$ cat src/hdl/adc_seq_consts.vh
// Constants for the converter control sequencer
`ifndef ADC_SEQ_CONSTS_VH
`define ADC_SEQ_CONSTS_VH

// Register byte offsets on the bus
`define OFS_STATUS_CONTROL 8'h00
`define OFS_RESULT 8'h04

// Status/control field positions
`define BIT_COMPLETE 7
`define BIT_RC_SELECT 6
`define BIT_POWER_ON 5
`define CHAN_MSB 4
`define CHAN_LSB 0

// Reset values
`define RST_CHANNEL 5'h00
`define RST_RESULT 8'h00
`define RST_DATA 32'h0000_0000

// Sequencer timing in conversion clock cycles
`define CONV_STEPS 32
`define LAST_STEP 5'h1f
`define SAMPLE_STEPS 5'h04
`define LAST_PHASE 2'h3

// Channel codes
`define CHAN_LOW_GROUP_LAST 5'h07
`define CHAN_HIGH_GROUP_LAST 5'h0f
`define CHAN_REF_HIGH 5'h10
`define CHAN_REF_MID 5'h11
`define CHAN_REF_LOW 5'h12
`define CHAN_FACTORY_TEST 5'h13

`endif

$ cat src/hdl/sync_two_stage.v
// Two flip-flop synchroniser for asynchronous inputs
`timescale 1ns/1ns
`default_nettype none

module sync_two_stage #(
    parameter WIDTH = 1
) (
    input wire clk,
    input wire arst_n,
    input wire [WIDTH-1:0] async_in,
    output reg [WIDTH-1:0] sync_out
);

    reg [WIDTH-1:0] meta_reg;

    // First stage feeds only the second stage
    always @(posedge clk or negedge arst_n) begin
        if (!arst_n) begin
            meta_reg <= {WIDTH{1'b0}};
            sync_out <= {WIDTH{1'b0}};
        end else begin
            meta_reg <= async_in;
            sync_out <= meta_reg;
        end
    end

endmodule // sync_two_stage

`default_nettype wire

$ cat src/hdl/adc_control_sequencer.v
// Control sequencer for the 8-bit successive-approximation converter
//
// The APB slave port and the placing of the registers were decided locally.
`timescale 1ns/1ns
`default_nettype none
`include "adc_seq_consts.vh"

module adc_control_sequencer (
    input wire clk,
    input wire arst_n,
    input wire psel,
    input wire penable,
    input wire pwrite,
    input wire [7:0] paddr,
    input wire [31:0] pwdata,
    output reg pready,
    output reg [31:0] prdata,
    output reg pslverr,
    input wire stop_mode,
    input wire rc_osc_in,
    input wire comparator_in,
    output reg rc_osc_en,
    output reg charge_pump_en,
    output reg comparator_en,
    output reg sample_hold,
    output reg [7:0] dac_code,
    output reg [4:0] mux_select,
    output reg conversion_done
);

    localparam [2:0] ST_IDLE = 3'b001;
    localparam [2:0] ST_CONV = 3'b010;
    // Halt marks a conversion cut short by stop
    localparam [2:0] ST_HALT = 3'b100;

    reg [2:0] state_reg;
    reg [2:0] state_next;
    reg complete_reg;
    reg rc_select_reg;
    reg power_on_reg;
    reg [4:0] channel_reg;
    reg [7:0] result_reg;
    reg [4:0] step_reg;
    reg [4:0] step_next;
    reg [7:0] sar_reg;
    reg [7:0] sar_next;
    reg rc_prev_reg;
    reg [7:0] result_value;
    reg [31:0] read_mux;
    reg read_hit;

    wire rc_sync;
    wire cmp_sync;
    wire access;
    wire fire;
    wire wr_ctrl;
    wire rd_result;
    wire rc_edge;
    wire conv_tick;
    wire converting;
    wire done;
    wire sar_clear;
    wire [2:0] bit_index;
    wire [1:0] phase;
    wire [7:0] trial_mask;
    wire [7:0] wr_byte;

    // Stop comes from logic on this clock and needs no synchroniser
    // Oscillator and comparator are asynchronous to the bus clock
    sync_two_stage #(
        .WIDTH(2)
    ) u_sync (
        .clk(clk),
        .arst_n(arst_n),
        .async_in({rc_osc_in, comparator_in}),
        .sync_out({rc_sync, cmp_sync})
    );

    // Bus handshake: one wait state, then pready for a single cycle
    assign access = psel & penable & ~pready;
    assign fire = psel & penable & pready;
    assign wr_ctrl = fire & pwrite & (paddr == `OFS_STATUS_CONTROL);
    assign rd_result = fire & ~pwrite & (paddr == `OFS_RESULT);
    assign wr_byte = pwdata[7:0];

    // clock source choice
    // Rising edges of the synchronised oscillator become one-cycle ticks
    // Oscillator must run well below half the bus clock or ticks are lost
    assign rc_edge = rc_sync & ~rc_prev_reg;
    assign conv_tick = rc_select_reg ? rc_edge : 1'b1;

    assign converting = (state_reg == ST_CONV);
    assign phase = step_reg[1:0];
    assign bit_index = 3'd7 - step_reg[4:2];
    assign trial_mask = 8'h01 << bit_index;

    // result handed over on a bus clock edge
    // stop in the last step aborts that result too
    assign done = converting & conv_tick & ~stop_mode & (step_reg == `LAST_STEP);

    // partial value discarded on restart or abort
    assign sar_clear = wr_ctrl | done | (state_next != ST_CONV);

    always @(posedge clk or negedge arst_n) begin
        if (!arst_n) begin
            rc_prev_reg <= 1'b0;
        end else begin
            rc_prev_reg <= rc_sync;
        end
    end

    // Successive approximation: set trial bit, decide it three steps later
    // Three ticks of margin cover the registered DAC and the synchroniser
    always @* begin
        sar_next = sar_reg;
        if (converting && conv_tick) begin
            if (phase == 2'h0) begin
                sar_next = sar_reg | trial_mask;
            // Comparator low means the trial bit overshot
            end else if (phase == `LAST_PHASE && !cmp_sync) begin
                sar_next = sar_reg & ~trial_mask;
            end
        end
    end

    // Channel decode for the final value
    always @* begin
        result_value = sar_next;
        if (channel_reg <= `CHAN_HIGH_GROUP_LAST) begin
            result_value = sar_next;
        // Reference channels share the comparator path
        end else if (channel_reg <= `CHAN_REF_LOW) begin
            result_value = sar_next;
        end else if (channel_reg == `CHAN_FACTORY_TEST) begin
            result_value = 8'h00;
        end else begin
            // Unused codes also read zero
            result_value = 8'h00;
        end
    end

    // Sequencer state
    // Only a control write moves the sequencer out of idle
    always @* begin
        state_next = state_reg;
        step_next = step_reg;
        case (state_reg)
            ST_IDLE: begin
                step_next = 5'h00;
            end
            ST_CONV: begin
                if (stop_mode) begin
                    state_next = ST_HALT;
                    step_next = 5'h00;
                // Power off drops back to idle at once
                end else if (!power_on_reg) begin
                    state_next = ST_IDLE;
                    step_next = 5'h00;
                end else if (conv_tick) begin
                    step_next = step_reg + 5'h01;
                end
            end
            ST_HALT: begin
                step_next = 5'h00;
                // Leaving stop with power on starts a fresh conversion from step zero, with power off returns to idle
                if (!stop_mode) begin
                    state_next = power_on_reg ? ST_CONV : ST_IDLE;
                end
            end
            default: begin
                state_next = ST_IDLE;
                step_next = 5'h00;
            end
        endcase
        if (wr_ctrl) begin
            step_next = 5'h00;
            if (stop_mode) begin
                state_next = ST_HALT;
            end else if (wr_byte[`BIT_POWER_ON]) begin
                state_next = ST_CONV;
            end else begin
                state_next = ST_IDLE;
            end
        end
    end

    always @(posedge clk or negedge arst_n) begin
        if (!arst_n) begin
            state_reg <= ST_IDLE;
            step_reg <= 5'h00;
            sar_reg <= 8'h00;
        end else begin
            state_reg <= state_next;
            step_reg <= step_next;
            if (sar_clear) begin
                sar_reg <= 8'h00;
            end else begin
                sar_reg <= sar_next;
            end
        end
    end

    // Control fields; stop never touches them
    always @(posedge clk or negedge arst_n) begin
        if (!arst_n) begin
            rc_select_reg <= 1'b0;
            power_on_reg <= 1'b0;
            channel_reg <= `RST_CHANNEL;
        end else if (wr_ctrl) begin
            // only bus writes change control
            // Writes made during stop still land
            rc_select_reg <= wr_byte[`BIT_RC_SELECT];
            power_on_reg <= wr_byte[`BIT_POWER_ON];
            channel_reg <= wr_byte[`CHAN_MSB:`CHAN_LSB];
        end
    end

    // Completion flag and result
    always @(posedge clk or negedge arst_n) begin
        if (!arst_n) begin
            complete_reg <= 1'b0;
            result_reg <= `RST_RESULT;
        end else begin
            // wait mode has no clearing term
            if (done) begin
                complete_reg <= 1'b1;
            end else if (wr_ctrl || rd_result) begin
                complete_reg <= 1'b0;
            end
            // A read racing a completion returns the old value, flag stays set
            // overwrite regardless of flag
            if (done) begin
                result_reg <= result_value;
            end
        end
    end

    // Read data multiplexer
    always @* begin
        read_mux = `RST_DATA;
        read_hit = 1'b1;
        case (paddr)
            `OFS_STATUS_CONTROL: begin
                read_mux[`BIT_COMPLETE] = complete_reg;
                read_mux[`BIT_RC_SELECT] = rc_select_reg;
                read_mux[`BIT_POWER_ON] = power_on_reg;
                read_mux[`CHAN_MSB:`CHAN_LSB] = channel_reg;
            end
            `OFS_RESULT: begin
                read_mux[7:0] = result_reg;
            end
            default: begin
                // Unmapped offsets answer with an error and zero data
                read_hit = 1'b0;
            end
        endcase
    end

    // Bus answer registers
    // Fixed single wait state lets read data come from a register
    always @(posedge clk or negedge arst_n) begin
        if (!arst_n) begin
            pready <= 1'b0;
            prdata <= `RST_DATA;
            pslverr <= 1'b0;
        end else begin
            pready <= access;
            if (access) begin
                prdata <= pwrite ? `RST_DATA : read_mux;
                pslverr <= ~read_hit;
            end else begin
                prdata <= `RST_DATA;
                pslverr <= 1'b0;
            end
        end
    end

    // Analog side controls
    always @(posedge clk or negedge arst_n) begin
        if (!arst_n) begin
            rc_osc_en <= 1'b0;
            charge_pump_en <= 1'b0;
            comparator_en <= 1'b0;
            sample_hold <= 1'b0;
            dac_code <= 8'h00;
            mux_select <= `RST_CHANNEL;
            conversion_done <= 1'b0;
        end else begin
            rc_osc_en <= rc_select_reg & ~stop_mode;
            // pump and comparator off in stop
            charge_pump_en <= power_on_reg & ~stop_mode;
            comparator_en <= power_on_reg & ~stop_mode;
            // Input sampled over the first bit trial
            sample_hold <= (state_next == ST_CONV) && (step_next < `SAMPLE_STEPS);
            // DAC returns to zero so the next conversion starts clean
            dac_code <= (wr_ctrl || done) ? 8'h00 : sar_next;
            mux_select <= channel_reg;
            conversion_done <= done;
        end
    end

endmodule // adc_control_sequencer

`default_nettype wire

$ cat config.mk
export PLATFORM = sky130hd
export DESIGN_NAME = adc_control_sequencer
export DESIGN_NICKNAME = d
export VERILOG_FILES = /design/src/hdl/sync_two_stage.v /design/src/hdl/adc_control_sequencer.v
export VERILOG_INCLUDE_DIRS = /design/src /design/src/hdl
export SDC_FILE = /design/constraint.sdc
export NUM_CORES = 1
export LEC_CHECK = 0
export ABC_AREA = 1
export BUFFER_PORTS_ARGS = -buffer_cell sky130_fd_sc_hd__buf_2
export CAP_MARGIN = 20
export CORE_MARGIN = 2
export CORE_UTILIZATION = 40
export DETAILED_ROUTE_END_ITERATION = 8
export PLACE_DENSITY = 0.68
export SETUP_SLACK_MARGIN = 0.05
export SLEW_MARGIN = 20
export SYNTH_ARGS = -nofsm -noshare
export SYNTH_HDL_FRONTEND = slang
export SYNTH_SLANG_ARGS = --single-unit
$ cat constraint.sdc
create_clock -name clk -period 1.7 [get_ports clk]
set_input_delay 0.17 -clock clk [delete_from_list [all_inputs] [get_ports clk]]
set_output_delay 0.17 -clock clk [all_outputs]
set_load 0.005 [all_outputs]
==> results of run 1 <==
[kinds of logic (layout without fill, tap and decap cells)]
| logic type | count (synthesis) | after routing | share of synthesized area [%] |
|---|---|---|---|
| simple gates | 207 | 207 | 30.5 |
| buf+inv | 78 | 129 | 13.1 |
| flops | 64 | 64 | 51.2 |
| compound gates | 22 | 22 | 3.99 |
| fa+ha+maj | 3 | 3 | 1.20 |
| other cells | 1 | 24 | 0.120 |
[power by group through the flow]
stage                     combinational, mW  sequential (mW)  clock, mW
final                                 0.123             1.54       1.14
after floorplan                      0.0808             1.57          0
after detailed placement              0.118             1.57          0
after global routing                  0.142             1.54       1.26
after global placement                0.116             1.57          0
after CTS                             0.125             1.54       1.18
[layout by cell type (no fill, tap or decap), types with 3 or more instances in the layout]
cell,Yosys,layout
conb_1,1,24
o21ai_0,3,3
nand2_8,2,3
buf_2,4,50
dlygate4sd3_1,0,3
clkinv_2,0,3
a21oi_1,15,15
nor2_1,50,47
nor2_4,3,5
clkbuf_8,0,9
inv_2,2,4
nand3_1,30,30
clkinv_4,0,3
inv_1,42,40
nand2_1,109,107
ha_2,0,3
dfrtp_1,63,63
buf_4,25,12
nand2_2,3,5
[worst max-delay path by stage]
stage | startpoint | to | slack (ns) | cells past startpoint
floorplan | step_reg[0] | sar_reg[6] | 0.11 | 11
global placement | step_reg[0] | sar_reg[6] | -0.03 | 11
detailed placement | step_reg[1] | sar_reg[4] | -0.06 | 11
CTS | step_reg[1] | sar_reg[6] | 0.08 | 11
global route | step_reg[0] | dac_code[1] | 0.06 | 9
finish | step_reg[0] | sar_reg[6] | 0.18 | 11
[stage by stage]
step	TNS, ns	std cells
2_1_floorplan	0	398
3_3_place_gp	-0.159	526
3_5_place_dp	-0.440	526
4_1_cts	0	545
5_1_grt	0	551
6_report	0	551
[what timing repair did]
action | in CTS | in global routing
endpoints found under the setup margin | 17 | 18
gates resized for setup | 2 | 13
gates cloned | 0 | 0
setup buffers | 0 | 6
pin swaps | 0 | 4
hold buffers | 3 | 0
hold endpoints to repair | 22 | 0
[routing by layer]
| metal | routed length, µm | vias up |
|---|---|---|
| li1 | - | 1233 |
| met1 | 2720 | 1100 |
| met2 | 3000 | 72 |
| met3 | 359 | 12 |
| met4 | 143 | 0 |
| met5 | 0 | - |
[cell type report]
cell class | instances | share of cell area, %
Clock inverter | 7 | 1.30
Multi-Input combinational cell | 256 | 33.3
Tap cell | 102 | 3.41
Clock buffer | 9 | 3.31
Timing Repair Buffer | 67 | 11.0
Sequential cell | 64 | 42.9
Inverter | 46 | 4.82
[critical path, stage by stage (launching register included)]
cell and delay (ns):
dfrtp_1 0.35, ha_2 0.19, inv_2 0.04, nor2_2 0.07, ha_2 0.17, inv_2 0.04, nor2_4 0.15, nand2_8 0.10
nand2_8 0.11, inv_8 0.04, nand2_8 0.08, nor2_1 0.04
==> impl_results.md, run 1 <==
* Status: complete, no violations
* Share of async-settable or async-resettable flops after synthesis at 100%
* Critical path capture point type: flip-flop
* Flops & latches, synth at 64
* Netlist cell types at 31
* WHS at 0.0537 ns
* Worst clock skew at 0.00905 ns
* Final min period at 1.52 ns
* DRT antenna net count at 0
* RSZ-0062 raised after global routing: no
* Clock transition at path regs at 0.08 ns
* Layout cells sized above 1 at 24.7%
* Area of the multi-input gates at 1250 µm²
* DR vias/cell at 4.39
* Clock network power share at 40.6%
* Drt first pass iters at 4
* WP data required at 1.94 ns
* Pint at 2.10 mW
* Nets at 495
* Skew-Pair Late Insertion Delay at 0.35 ns
* Maximum buffer depth of the clock tree at 2
* Max cap viols at 0
* DRT iter0 DRCs at 119
* Die width at 92.5 µm
* CTS tree: done
* Pleak at 2.08 nW
* Setup-failing EPs final at 0
* # H-tree levels at 3
* GPL Wtd Cong at 0.837
* CTS sink cnt at 64
* Cell area after layout at 3740 µm²
* Psw at 0.698 mW
* Cell area after synthesis at 3130 µm²
* R2R depth at 11
* Root Buffer: clkbuf_8
* Sequential-to-total area share from yosys stat at 51.2%
* I/O pins at 100
* Worst Hold Path EP: channel_reg[2]
* Wirelength, routed at 6220 µm
* GR Layer Usage met3 at 4.15%
* Met1 GRT Util at 19.0%
* First-pass GRT wire length at 10400 µm
* Syn Inst Count at 375
* Placed Area at 3440 µm²
* Area delta synth->final at 19.4%
* Overflow after GRT at 0
* Post-synth EDFFs at 0
* Final Total Pwr at 2.80 mW
* Worst r2r dst: sar_reg[6]
* VDD IR max at 0.321 mV
* Average wire per standard cell at 11.3 µm
* Maximum clock rate at 0.658 GHz
* Reg2reg start: step_reg[0]
* Top post-synthesis cells by count: nand2_1, dfrtp_1, nor2_1
* Worst EP arrival at 1.76 ns
* Hold path cells at 3
* Pins over their slew limit at 0
* Yosys top cell by area: dfrtp_1
* Fin crit share at 89.4%
* Initial antenna violation count at 0
* HP Class: in -> reg
* Core Rows at 32
* Post-synth top flop: dfrtp_1
* Hold_sp: pwdata[2]
* Most Used Layer, Global Route: met2
* CTS Buf Count at 9
* Register share of total power at 55.0%
* Initial Util at 41.0%
* Most numerous cell in the Yosys netlist: nand2_1
* Die area at 8560 µm²
* GRT Total Usage at 15.6%
* Vias in the first global route at 2265
* # DRC at 0
* Die Height at 92.5 µm
* Peak fanout along the critical path at 7
* Top cells by area, synth: dfrtp_1, nand2_1, buf_4
* Crit path launch type: flip-flop
* Vias post-DR at 2417
* ANT cells at 0
* Layout Utilization at 48.9%
* Seq. cell area at 1600 µm²
* Crit path kind: reg -> reg
* Core Area at 7650 µm²
* Worst reg-to-reg setup slack at 0.18 ns
* Sw frac at 25.0%
* Final Hold Vio Count at 0
* Pin count of the biggest net entering global routing at 26
* Synth top area share at 50.3%
* Avg Cell Area, Syn at 8.35 µm²
* Port Buf Inserts at 50
* Yosys warning total at 0
* Fill count at 715
* Setup WS post-layout at 0.180 ns
* Gate power share at 4.4%
* Pre-CTS WS at -0.0564 ns
* Met2 Usage GRT at 25.7%
* HPWL Detailed at 4420 µm
* Power per cell area at 748 nW/µm²
Power figures use the tool's default switching activity.
==> inputs of run 2 (changes only) <==
--- a/config.mk
+++ b/config.mk
@@ -12,6 +12,7 @@
 export CORE_MARGIN = 2
 export CORE_UTILIZATION = 40
 export DETAILED_ROUTE_END_ITERATION = 8
+export HOLD_SLACK_MARGIN = 0.08
 export PLACE_DENSITY = 0.68
 export SETUP_SLACK_MARGIN = 0.05
 export SLEW_MARGIN = 20
==> impl_results.md, run 2 (synthesis results as in run 1) <==
* Status: complete, no violations (unchanged)
* # DRC at 0 (unchanged)
* Top Family by Delay on Critical Path: simple AND/OR/NAND/NOR gates (unchanged)
* Pleak at 2.11 nW (was 2.08 nW)
* Layout cells sized above 1 at 24.3% (was 24.7%)
* Wirelength, routed at 6310 µm (was 6220 µm)
* Port Buf Inserts at 50 (unchanged)
* Average wire per standard cell at 11.3 µm (about the same)
* Most frequent cells in the layout: nand2_1, dfrtp_1, buf_2 (unchanged)
* DRT iter0 DRCs at 114 (was 119)
* Worst EP arrival at 1.76 ns (about the same)
* Seq. cell area at 1600 µm² (unchanged)
* Max cap viols at 0 (unchanged)
* Initial Util at 41.0% (unchanged)
* Area delta synth->final at 21.9% (was 19.4%)
* Pins over their slew limit at 0 (unchanged)
* # H-tree levels at 3 (unchanged)
* Core Area at 7650 µm² (unchanged)
* Overflow after GRT at 0 (unchanged)
* Non-Filler Instances at 559 (was 551)
* I/O pins at 100 (unchanged)
* Worst clock skew at 0.00846 ns (was 0.00905 ns)
* Maximum buffer depth of the clock tree at 2 (unchanged)
* GRT Total Usage at 15.7% (was 15.6%)
* VDD IR max at 0.322 mV (was 0.321 mV)
* Crit path kind: reg -> reg (unchanged)
* Nets at 503 (was 495)
* First-pass GRT wire length at 10500 µm (was 10400 µm)
* Peak fanout along the critical path at 7 (unchanged)
* HPWL Detailed at 4420 µm (unchanged)
* Worst Hold Path EP: power_on_reg (was channel_reg[2])
* Fin crit share at 89.8% (was 89.4%)
* Final min period at 1.53 ns (was 1.52 ns)
* Hold_sp: pwdata[5] (was pwdata[2])
* Skew-Pair Late Insertion Delay at 0.35 ns (about the same)
* DR vias/cell at 4.36 (was 4.39)
* Final Hold Vio Count at 0 (unchanged)
* Critical Path Most Common Cell: nand2_8 (unchanged)
* Critical path capture point type: flip-flop (unchanged)
* Die Height at 92.5 µm (unchanged)
* Crit path launch type: flip-flop (unchanged)
* Setup TNS at 0 ns (unchanged)
* Die area at 8560 µm² (unchanged)
* CTS tree: done (unchanged)
* R2R depth at 11 (unchanged)
* Setup-failing EPs final at 0 (unchanged)
* Worst reg-to-reg setup slack at 0.17 ns (was 0.18 ns)
* GPL Wtd Cong at 0.837 (unchanged)
* Fill count at 709 (was 715)
* Crit path cell chain: ha_2 > inv_2 > nor2_2 > ha_2 > inv_2 > nor2_4 > nand2_8 > nand2_8 > inv_8 > nand2_8 > nor2_1 (unchanged)
* CTS sink cnt at 64 (unchanged)
* Area of the multi-input gates at 1250 µm² (unchanged)
* Hold path cells at 3 (unchanged)
* RSZ-0062 raised after global routing: no (unchanged)
* Pin count of the biggest net entering global routing at 26 (unchanged)
* CP Buf/Inv Count at 3 (unchanged)
* Initial antenna violation count at 0 (unchanged)
* Vias post-DR at 2437 (was 2417)
* Drt first pass iters at 4 (unchanged)
* Power per cell area at 738 nW/µm² (was 748 nW/µm²)
* Worst path slowest cell: dfrtp_1 (unchanged)
* Worst r2r dst: sar_reg[6] (unchanged)
* Slowest stage delay, CP at 0.36 ns (was 0.35 ns)
* Die width at 92.5 µm (unchanged)
* Core Rows at 32 (unchanged)
* DRT antenna net count at 0 (unchanged)
* ANT cells at 0 (unchanged)
* HP Class: in -> reg (unchanged)
* Root Buffer: clkbuf_8 (unchanged)
* Maximum clock rate at 0.655 GHz (was 0.658 GHz)
* Clock transition at path regs at 0.07 ns (was 0.08 ns)
* Reg2reg start: step_reg[1] (was step_reg[0])
* WP data required at 1.94 ns (about the same)
* Most common cell after layout, fill and taps aside: nand2_1 (unchanged)
* Placed cells at 526 (unchanged)
* Vias in the first global route at 2290 (was 2265)
* CTS Buf Count at 9 (unchanged)
[run 2: cell type report]
type | instances | share of cell area, %
clock buffer | 9 | 3.24
timing repair buffer | 75 | 12.8
sequential | 64 | 42.0
clock inverter | 7 | 1.28
multi-input combinational | 256 | 32.6
tap | 102 | 3.34
inverter | 46 | 4.72
[run 2: worst max-delay path by stage]
stage / from / end / slack [ns] / depth (start not counted)
finish: step_reg[1] / sar_reg[6] / 0.17 / 11
floorplan: step_reg[0] / sar_reg[6] / 0.11 / 11
global route: step_reg[0] / dac_code[1] / 0.06 / 9
detailed placement: step_reg[1] / sar_reg[4] / -0.06 / 11
CTS: step_reg[1] / sar_reg[6] / 0.08 / 11
global placement: step_reg[0] / sar_reg[6] / -0.03 / 11
[run 2: power by group]
group	internal (mW)	switching, mW
Sequential	1.53	0.00484
Clock	0.526	0.616
Combinational	0.0527	0.0851
[run 2: routing by layer]
layer	routed length [µm]	global-route usage [%]
met5	0	0
met3	348	4.15
met4	119	7.46
met2	3020	25.9
met1	2820	19.2
[run 2: per-stage QoR]
stage | cell area (µm²) | setup slack (ns) | power, mW | hold WS [ns] | utilization (%)
5_1_grt | 3820 | 0.0569 | 2.95 | 0.110 | 50.0
6_report | 3820 | 0.174 | 2.82 | 0.112 | 50.0
3_3_place_gp | 3440 | -0.0265 | 1.68 | 0.158 | 44.9
3_5_place_dp | 3440 | -0.0564 | 1.69 | 0.161 | 44.9
4_1_cts | 3730 | 0.0760 | 2.86 | 0.0966 | 48.7
2_1_floorplan | 3220 | 0.105 | 1.65 | -0.126 | -
[run 2: worst reg2reg max path, cell delays in order, from the launching register on]
cell and delay (ns):
dfrtp_1 0.36, ha_2 0.19, inv_2 0.04, nor2_2 0.07, ha_2 0.17, inv_2 0.04, nor2_4 0.15, nand2_8 0.10
nand2_8 0.12, inv_8 0.04, nand2_8 0.08, nor2_1 0.04
[run 2: what timing repair did]
action / CTS / global route
buffers inserted: 0 / 6
endpoints found under the setup margin: 17 / 18
pin swaps: 0 / 4
hold buffers: 11 / 0
hold endpoints to repair: 29 / 0
resized for setup: 2 / 13
==> inputs of run 3 (changes only) <==
--- a/config.mk
+++ b/config.mk
@@ -13,7 +13,7 @@
 export CORE_UTILIZATION = 40
 export DETAILED_ROUTE_END_ITERATION = 8
 export HOLD_SLACK_MARGIN = 0.08
-export PLACE_DENSITY = 0.68
+export PLACE_DENSITY = 0.69
 export SETUP_SLACK_MARGIN = 0.05
 export SLEW_MARGIN = 20
 export SYNTH_ARGS = -nofsm -noshare
==> impl_results.md, run 3 (synthesis results as in run 1) <==
* Status: complete, no violations (unchanged)
* GPL Wtd Cong at 0.842 (was 0.837)
* Worst r2r dst: sar_reg[2] (was sar_reg[6])
* RSZ-0062 raised after global routing: yes (was no)
* DR vias/cell at 4.41 (was 4.36)
* Peak fanout along the critical path at 7 (unchanged)
* Setup-failing EPs final at 0 (unchanged)
* Slowest stage delay, CP at 0.41 ns (was 0.36 ns)
* Most frequent cells in the layout: nand2_1, dfrtp_1, buf_2 (unchanged)
* Wirelength, routed at 6130 µm (was 6310 µm)
* Worst EP arrival at 1.85 ns (was 1.76 ns)
* Initial antenna violation count at 0 (unchanged)
* Worst Hold Path EP: rc_osc_en (was power_on_reg)
* Layout cells sized above 1 at 24.8% (was 24.3%)
* Pleak at 2.11 nW (about the same)
* Layout Utilization at 49.9% (was 50.0%)
* Critical Path Most Common Cell: nand2_8 (unchanged)
* Worst reg-to-reg setup slack at 0.09 ns (was 0.17 ns)
* Cell area after layout at 3810 µm² (was 3820 µm²)
* CTS Buf Count at 9 (unchanged)
* Final Total Pwr at 2.81 mW (was 2.82 mW)
* # DRC at 0 (unchanged)
* WP data required at 1.94 ns (about the same)
* Worst path slowest cell: dfrtp_1 (unchanged)
* Worst clock skew at 0.00898 ns (was 0.00846 ns)
* Core Area at 7650 µm² (unchanged)
* Average wire per standard cell at 11.0 µm (was 11.3 µm)
* Hold_sp: stop_mode (was pwdata[5])
* Final min period at 1.61 ns (was 1.53 ns)
* Crit path kind: reg -> reg (unchanged)
* VDD IR max at 0.332 mV (was 0.322 mV)
* Pin count of the biggest net entering global routing at 65 (was 26)
* I/O pins at 100 (unchanged)
* Placed cells at 527 (was 526)
* Placed Area at 3440 µm² (about the same)
* Most common cell after layout, fill and taps aside: nand2_1 (unchanged)
* Critical path capture point type: flip-flop (unchanged)
* Root Buffer: clkbuf_8 (unchanged)
* Initial Util at 41.0% (unchanged)
* Die area at 8560 µm² (unchanged)
* Maximum buffer depth of the clock tree at 2 (unchanged)
* Max cap viols at 0 (unchanged)
* HPWL Detailed at 4280 µm (was 4420 µm)
* First-pass GRT wire length at 10500 µm (about the same)
* Pins over their slew limit at 0 (unchanged)
* Reg2reg start: step_reg[0] (was step_reg[1])
* Fin crit share at 94.4% (was 89.8%)
* Overflow after GRT at 0 (unchanged)
* Vias post-DR at 2461 (was 2437)
* Final Hold Vio Count at 0 (unchanged)
* CTS sink cnt at 64 (unchanged)
* Crit path cell chain: ha_2 > inv_2 > nor2_1 > ha_2 > inv_2 > nor2_4 > nand2_8 > nand2_8 > inv_6 > nand2_8 > nor2_1 (was ha_2 > inv_2 > nor2_2 > ha_2 > inv_2 > nor2_4 > nand2_8 > nand2_8 > inv_8 > nand2_8 > nor2_1)
* Maximum clock rate at 0.623 GHz (was 0.655 GHz)
* Core Rows at 32 (unchanged)
* # H-tree levels at 3 (unchanged)
* HP Class: in -> reg (unchanged)
* Non-Filler Instances at 558 (was 559)
* Nets at 502 (was 503)
* DRT antenna net count at 0 (unchanged)
* Drt first pass iters at 4 (unchanged)
* Die Height at 92.5 µm (unchanged)
* Hold path cells at 2 (was 3)
* Clock transition at path regs at 0.07 ns (about the same)
* CTS tree: done (unchanged)
* ANT cells at 0 (unchanged)
* Port Buf Inserts at 50 (unchanged)
* Setup TNS at 0 ns (unchanged)
* GRT Total Usage at 15.9% (was 15.7%)
* Skew-Pair Late Insertion Delay at 0.35 ns (about the same)
* Crit path launch type: flip-flop (unchanged)
* R2R depth at 11 (unchanged)
* Power per cell area at 737 nW/µm² (was 738 nW/µm²)
* Area delta synth->final at 21.7% (was 21.9%)
* Die width at 92.5 µm (unchanged)
* DRT iter0 DRCs at 95 (was 114)
* Vias in the first global route at 2286 (was 2290)
==> run 3: cell count changes in the layout (fill, tap and decap cells not counted), moves of 2 or more <==
cell,previous run,this run
nand2_1,107,103
buf_4,12,9
nand2_2,5,8
buf_6,0,2
clkinv_4,3,1
inv_6,0,2
==> run 3: report_power, final <==
part / switching [mW] / internal [mW] / leakage (nW)
Combinational: 0.0836 / 0.0532 / 1.17
Sequential: 0.00503 / 1.53 / 0.860
Clock: 0.611 / 0.527 / 0.0854
==> run 3: what timing repair did <==
| action | in CTS | in global routing |
|---|---|---|
| hold buffers | 12 | 0 |
| setup buffers | 0 | 3 |
| gates resized for setup | 2 | 18 |
| endpoints found under the hold margin | 73 | 0 |
| pin swaps | 0 | 4 |
| setup endpoints to repair | 16 | 17 |
==> run 3: cell type report <==
cell class / count / area (µm²)
repair buffers: 74 / 480
fillers: 727 / 3830
multi-input cells: 256 / 1250
clock inverters: 7 / 47.5
flip-flops and latches: 64 / 1600
clock buffers: 9 / 124
well taps: 102 / 128
inverters: 46 / 178
==> run 3: through the flow <==
step | hold WS [ns] | setup WS, ns
after global routing | 0.109 | 0.0233
after CTS | 0.108 | 0.0926
after global placement | 0.209 | -0.0127
after floorplan | -0.126 | 0.105
final | 0.117 | 0.0948
after detailed placement | 0.208 | -0.0482
==> run 3: worst max-delay path by stage <==
stage	startpoint	to	depth (start not counted)
final	step_reg[0]	sar_reg[2]	11
after floorplan	step_reg[0]	sar_reg[6]	11
after CTS	step_reg[0]	sar_reg[2]	11
after global placement	step_reg[0]	sar_reg[6]	11
after detailed placement	step_reg[0]	sar_reg[2]	11
after global routing	step_reg[0]	dac_code[6]	10
==> run 3: critical path: cells and delay by family, from the launching register on <==
family / cells / cell delay [ns]
adders and majority gates: 2 / 0.38
and+or+nand+nor: 6 / 0.58
DFF: 1 / 0.41
buffers and inverters: 3 / 0.12
==> run 3: routing by layer <==
layer  vias up  share of wire (%)  global-route usage (%)  wire length [µm]
met5         -                  0                       0                 0
met1      1141                 45                    20.4              2790
met3         9                4.6                    4.31               285
met4         0                1.8                    7.09               111
met2        62                 48                    25.1              2950
li1       1249                  -                       -                 -
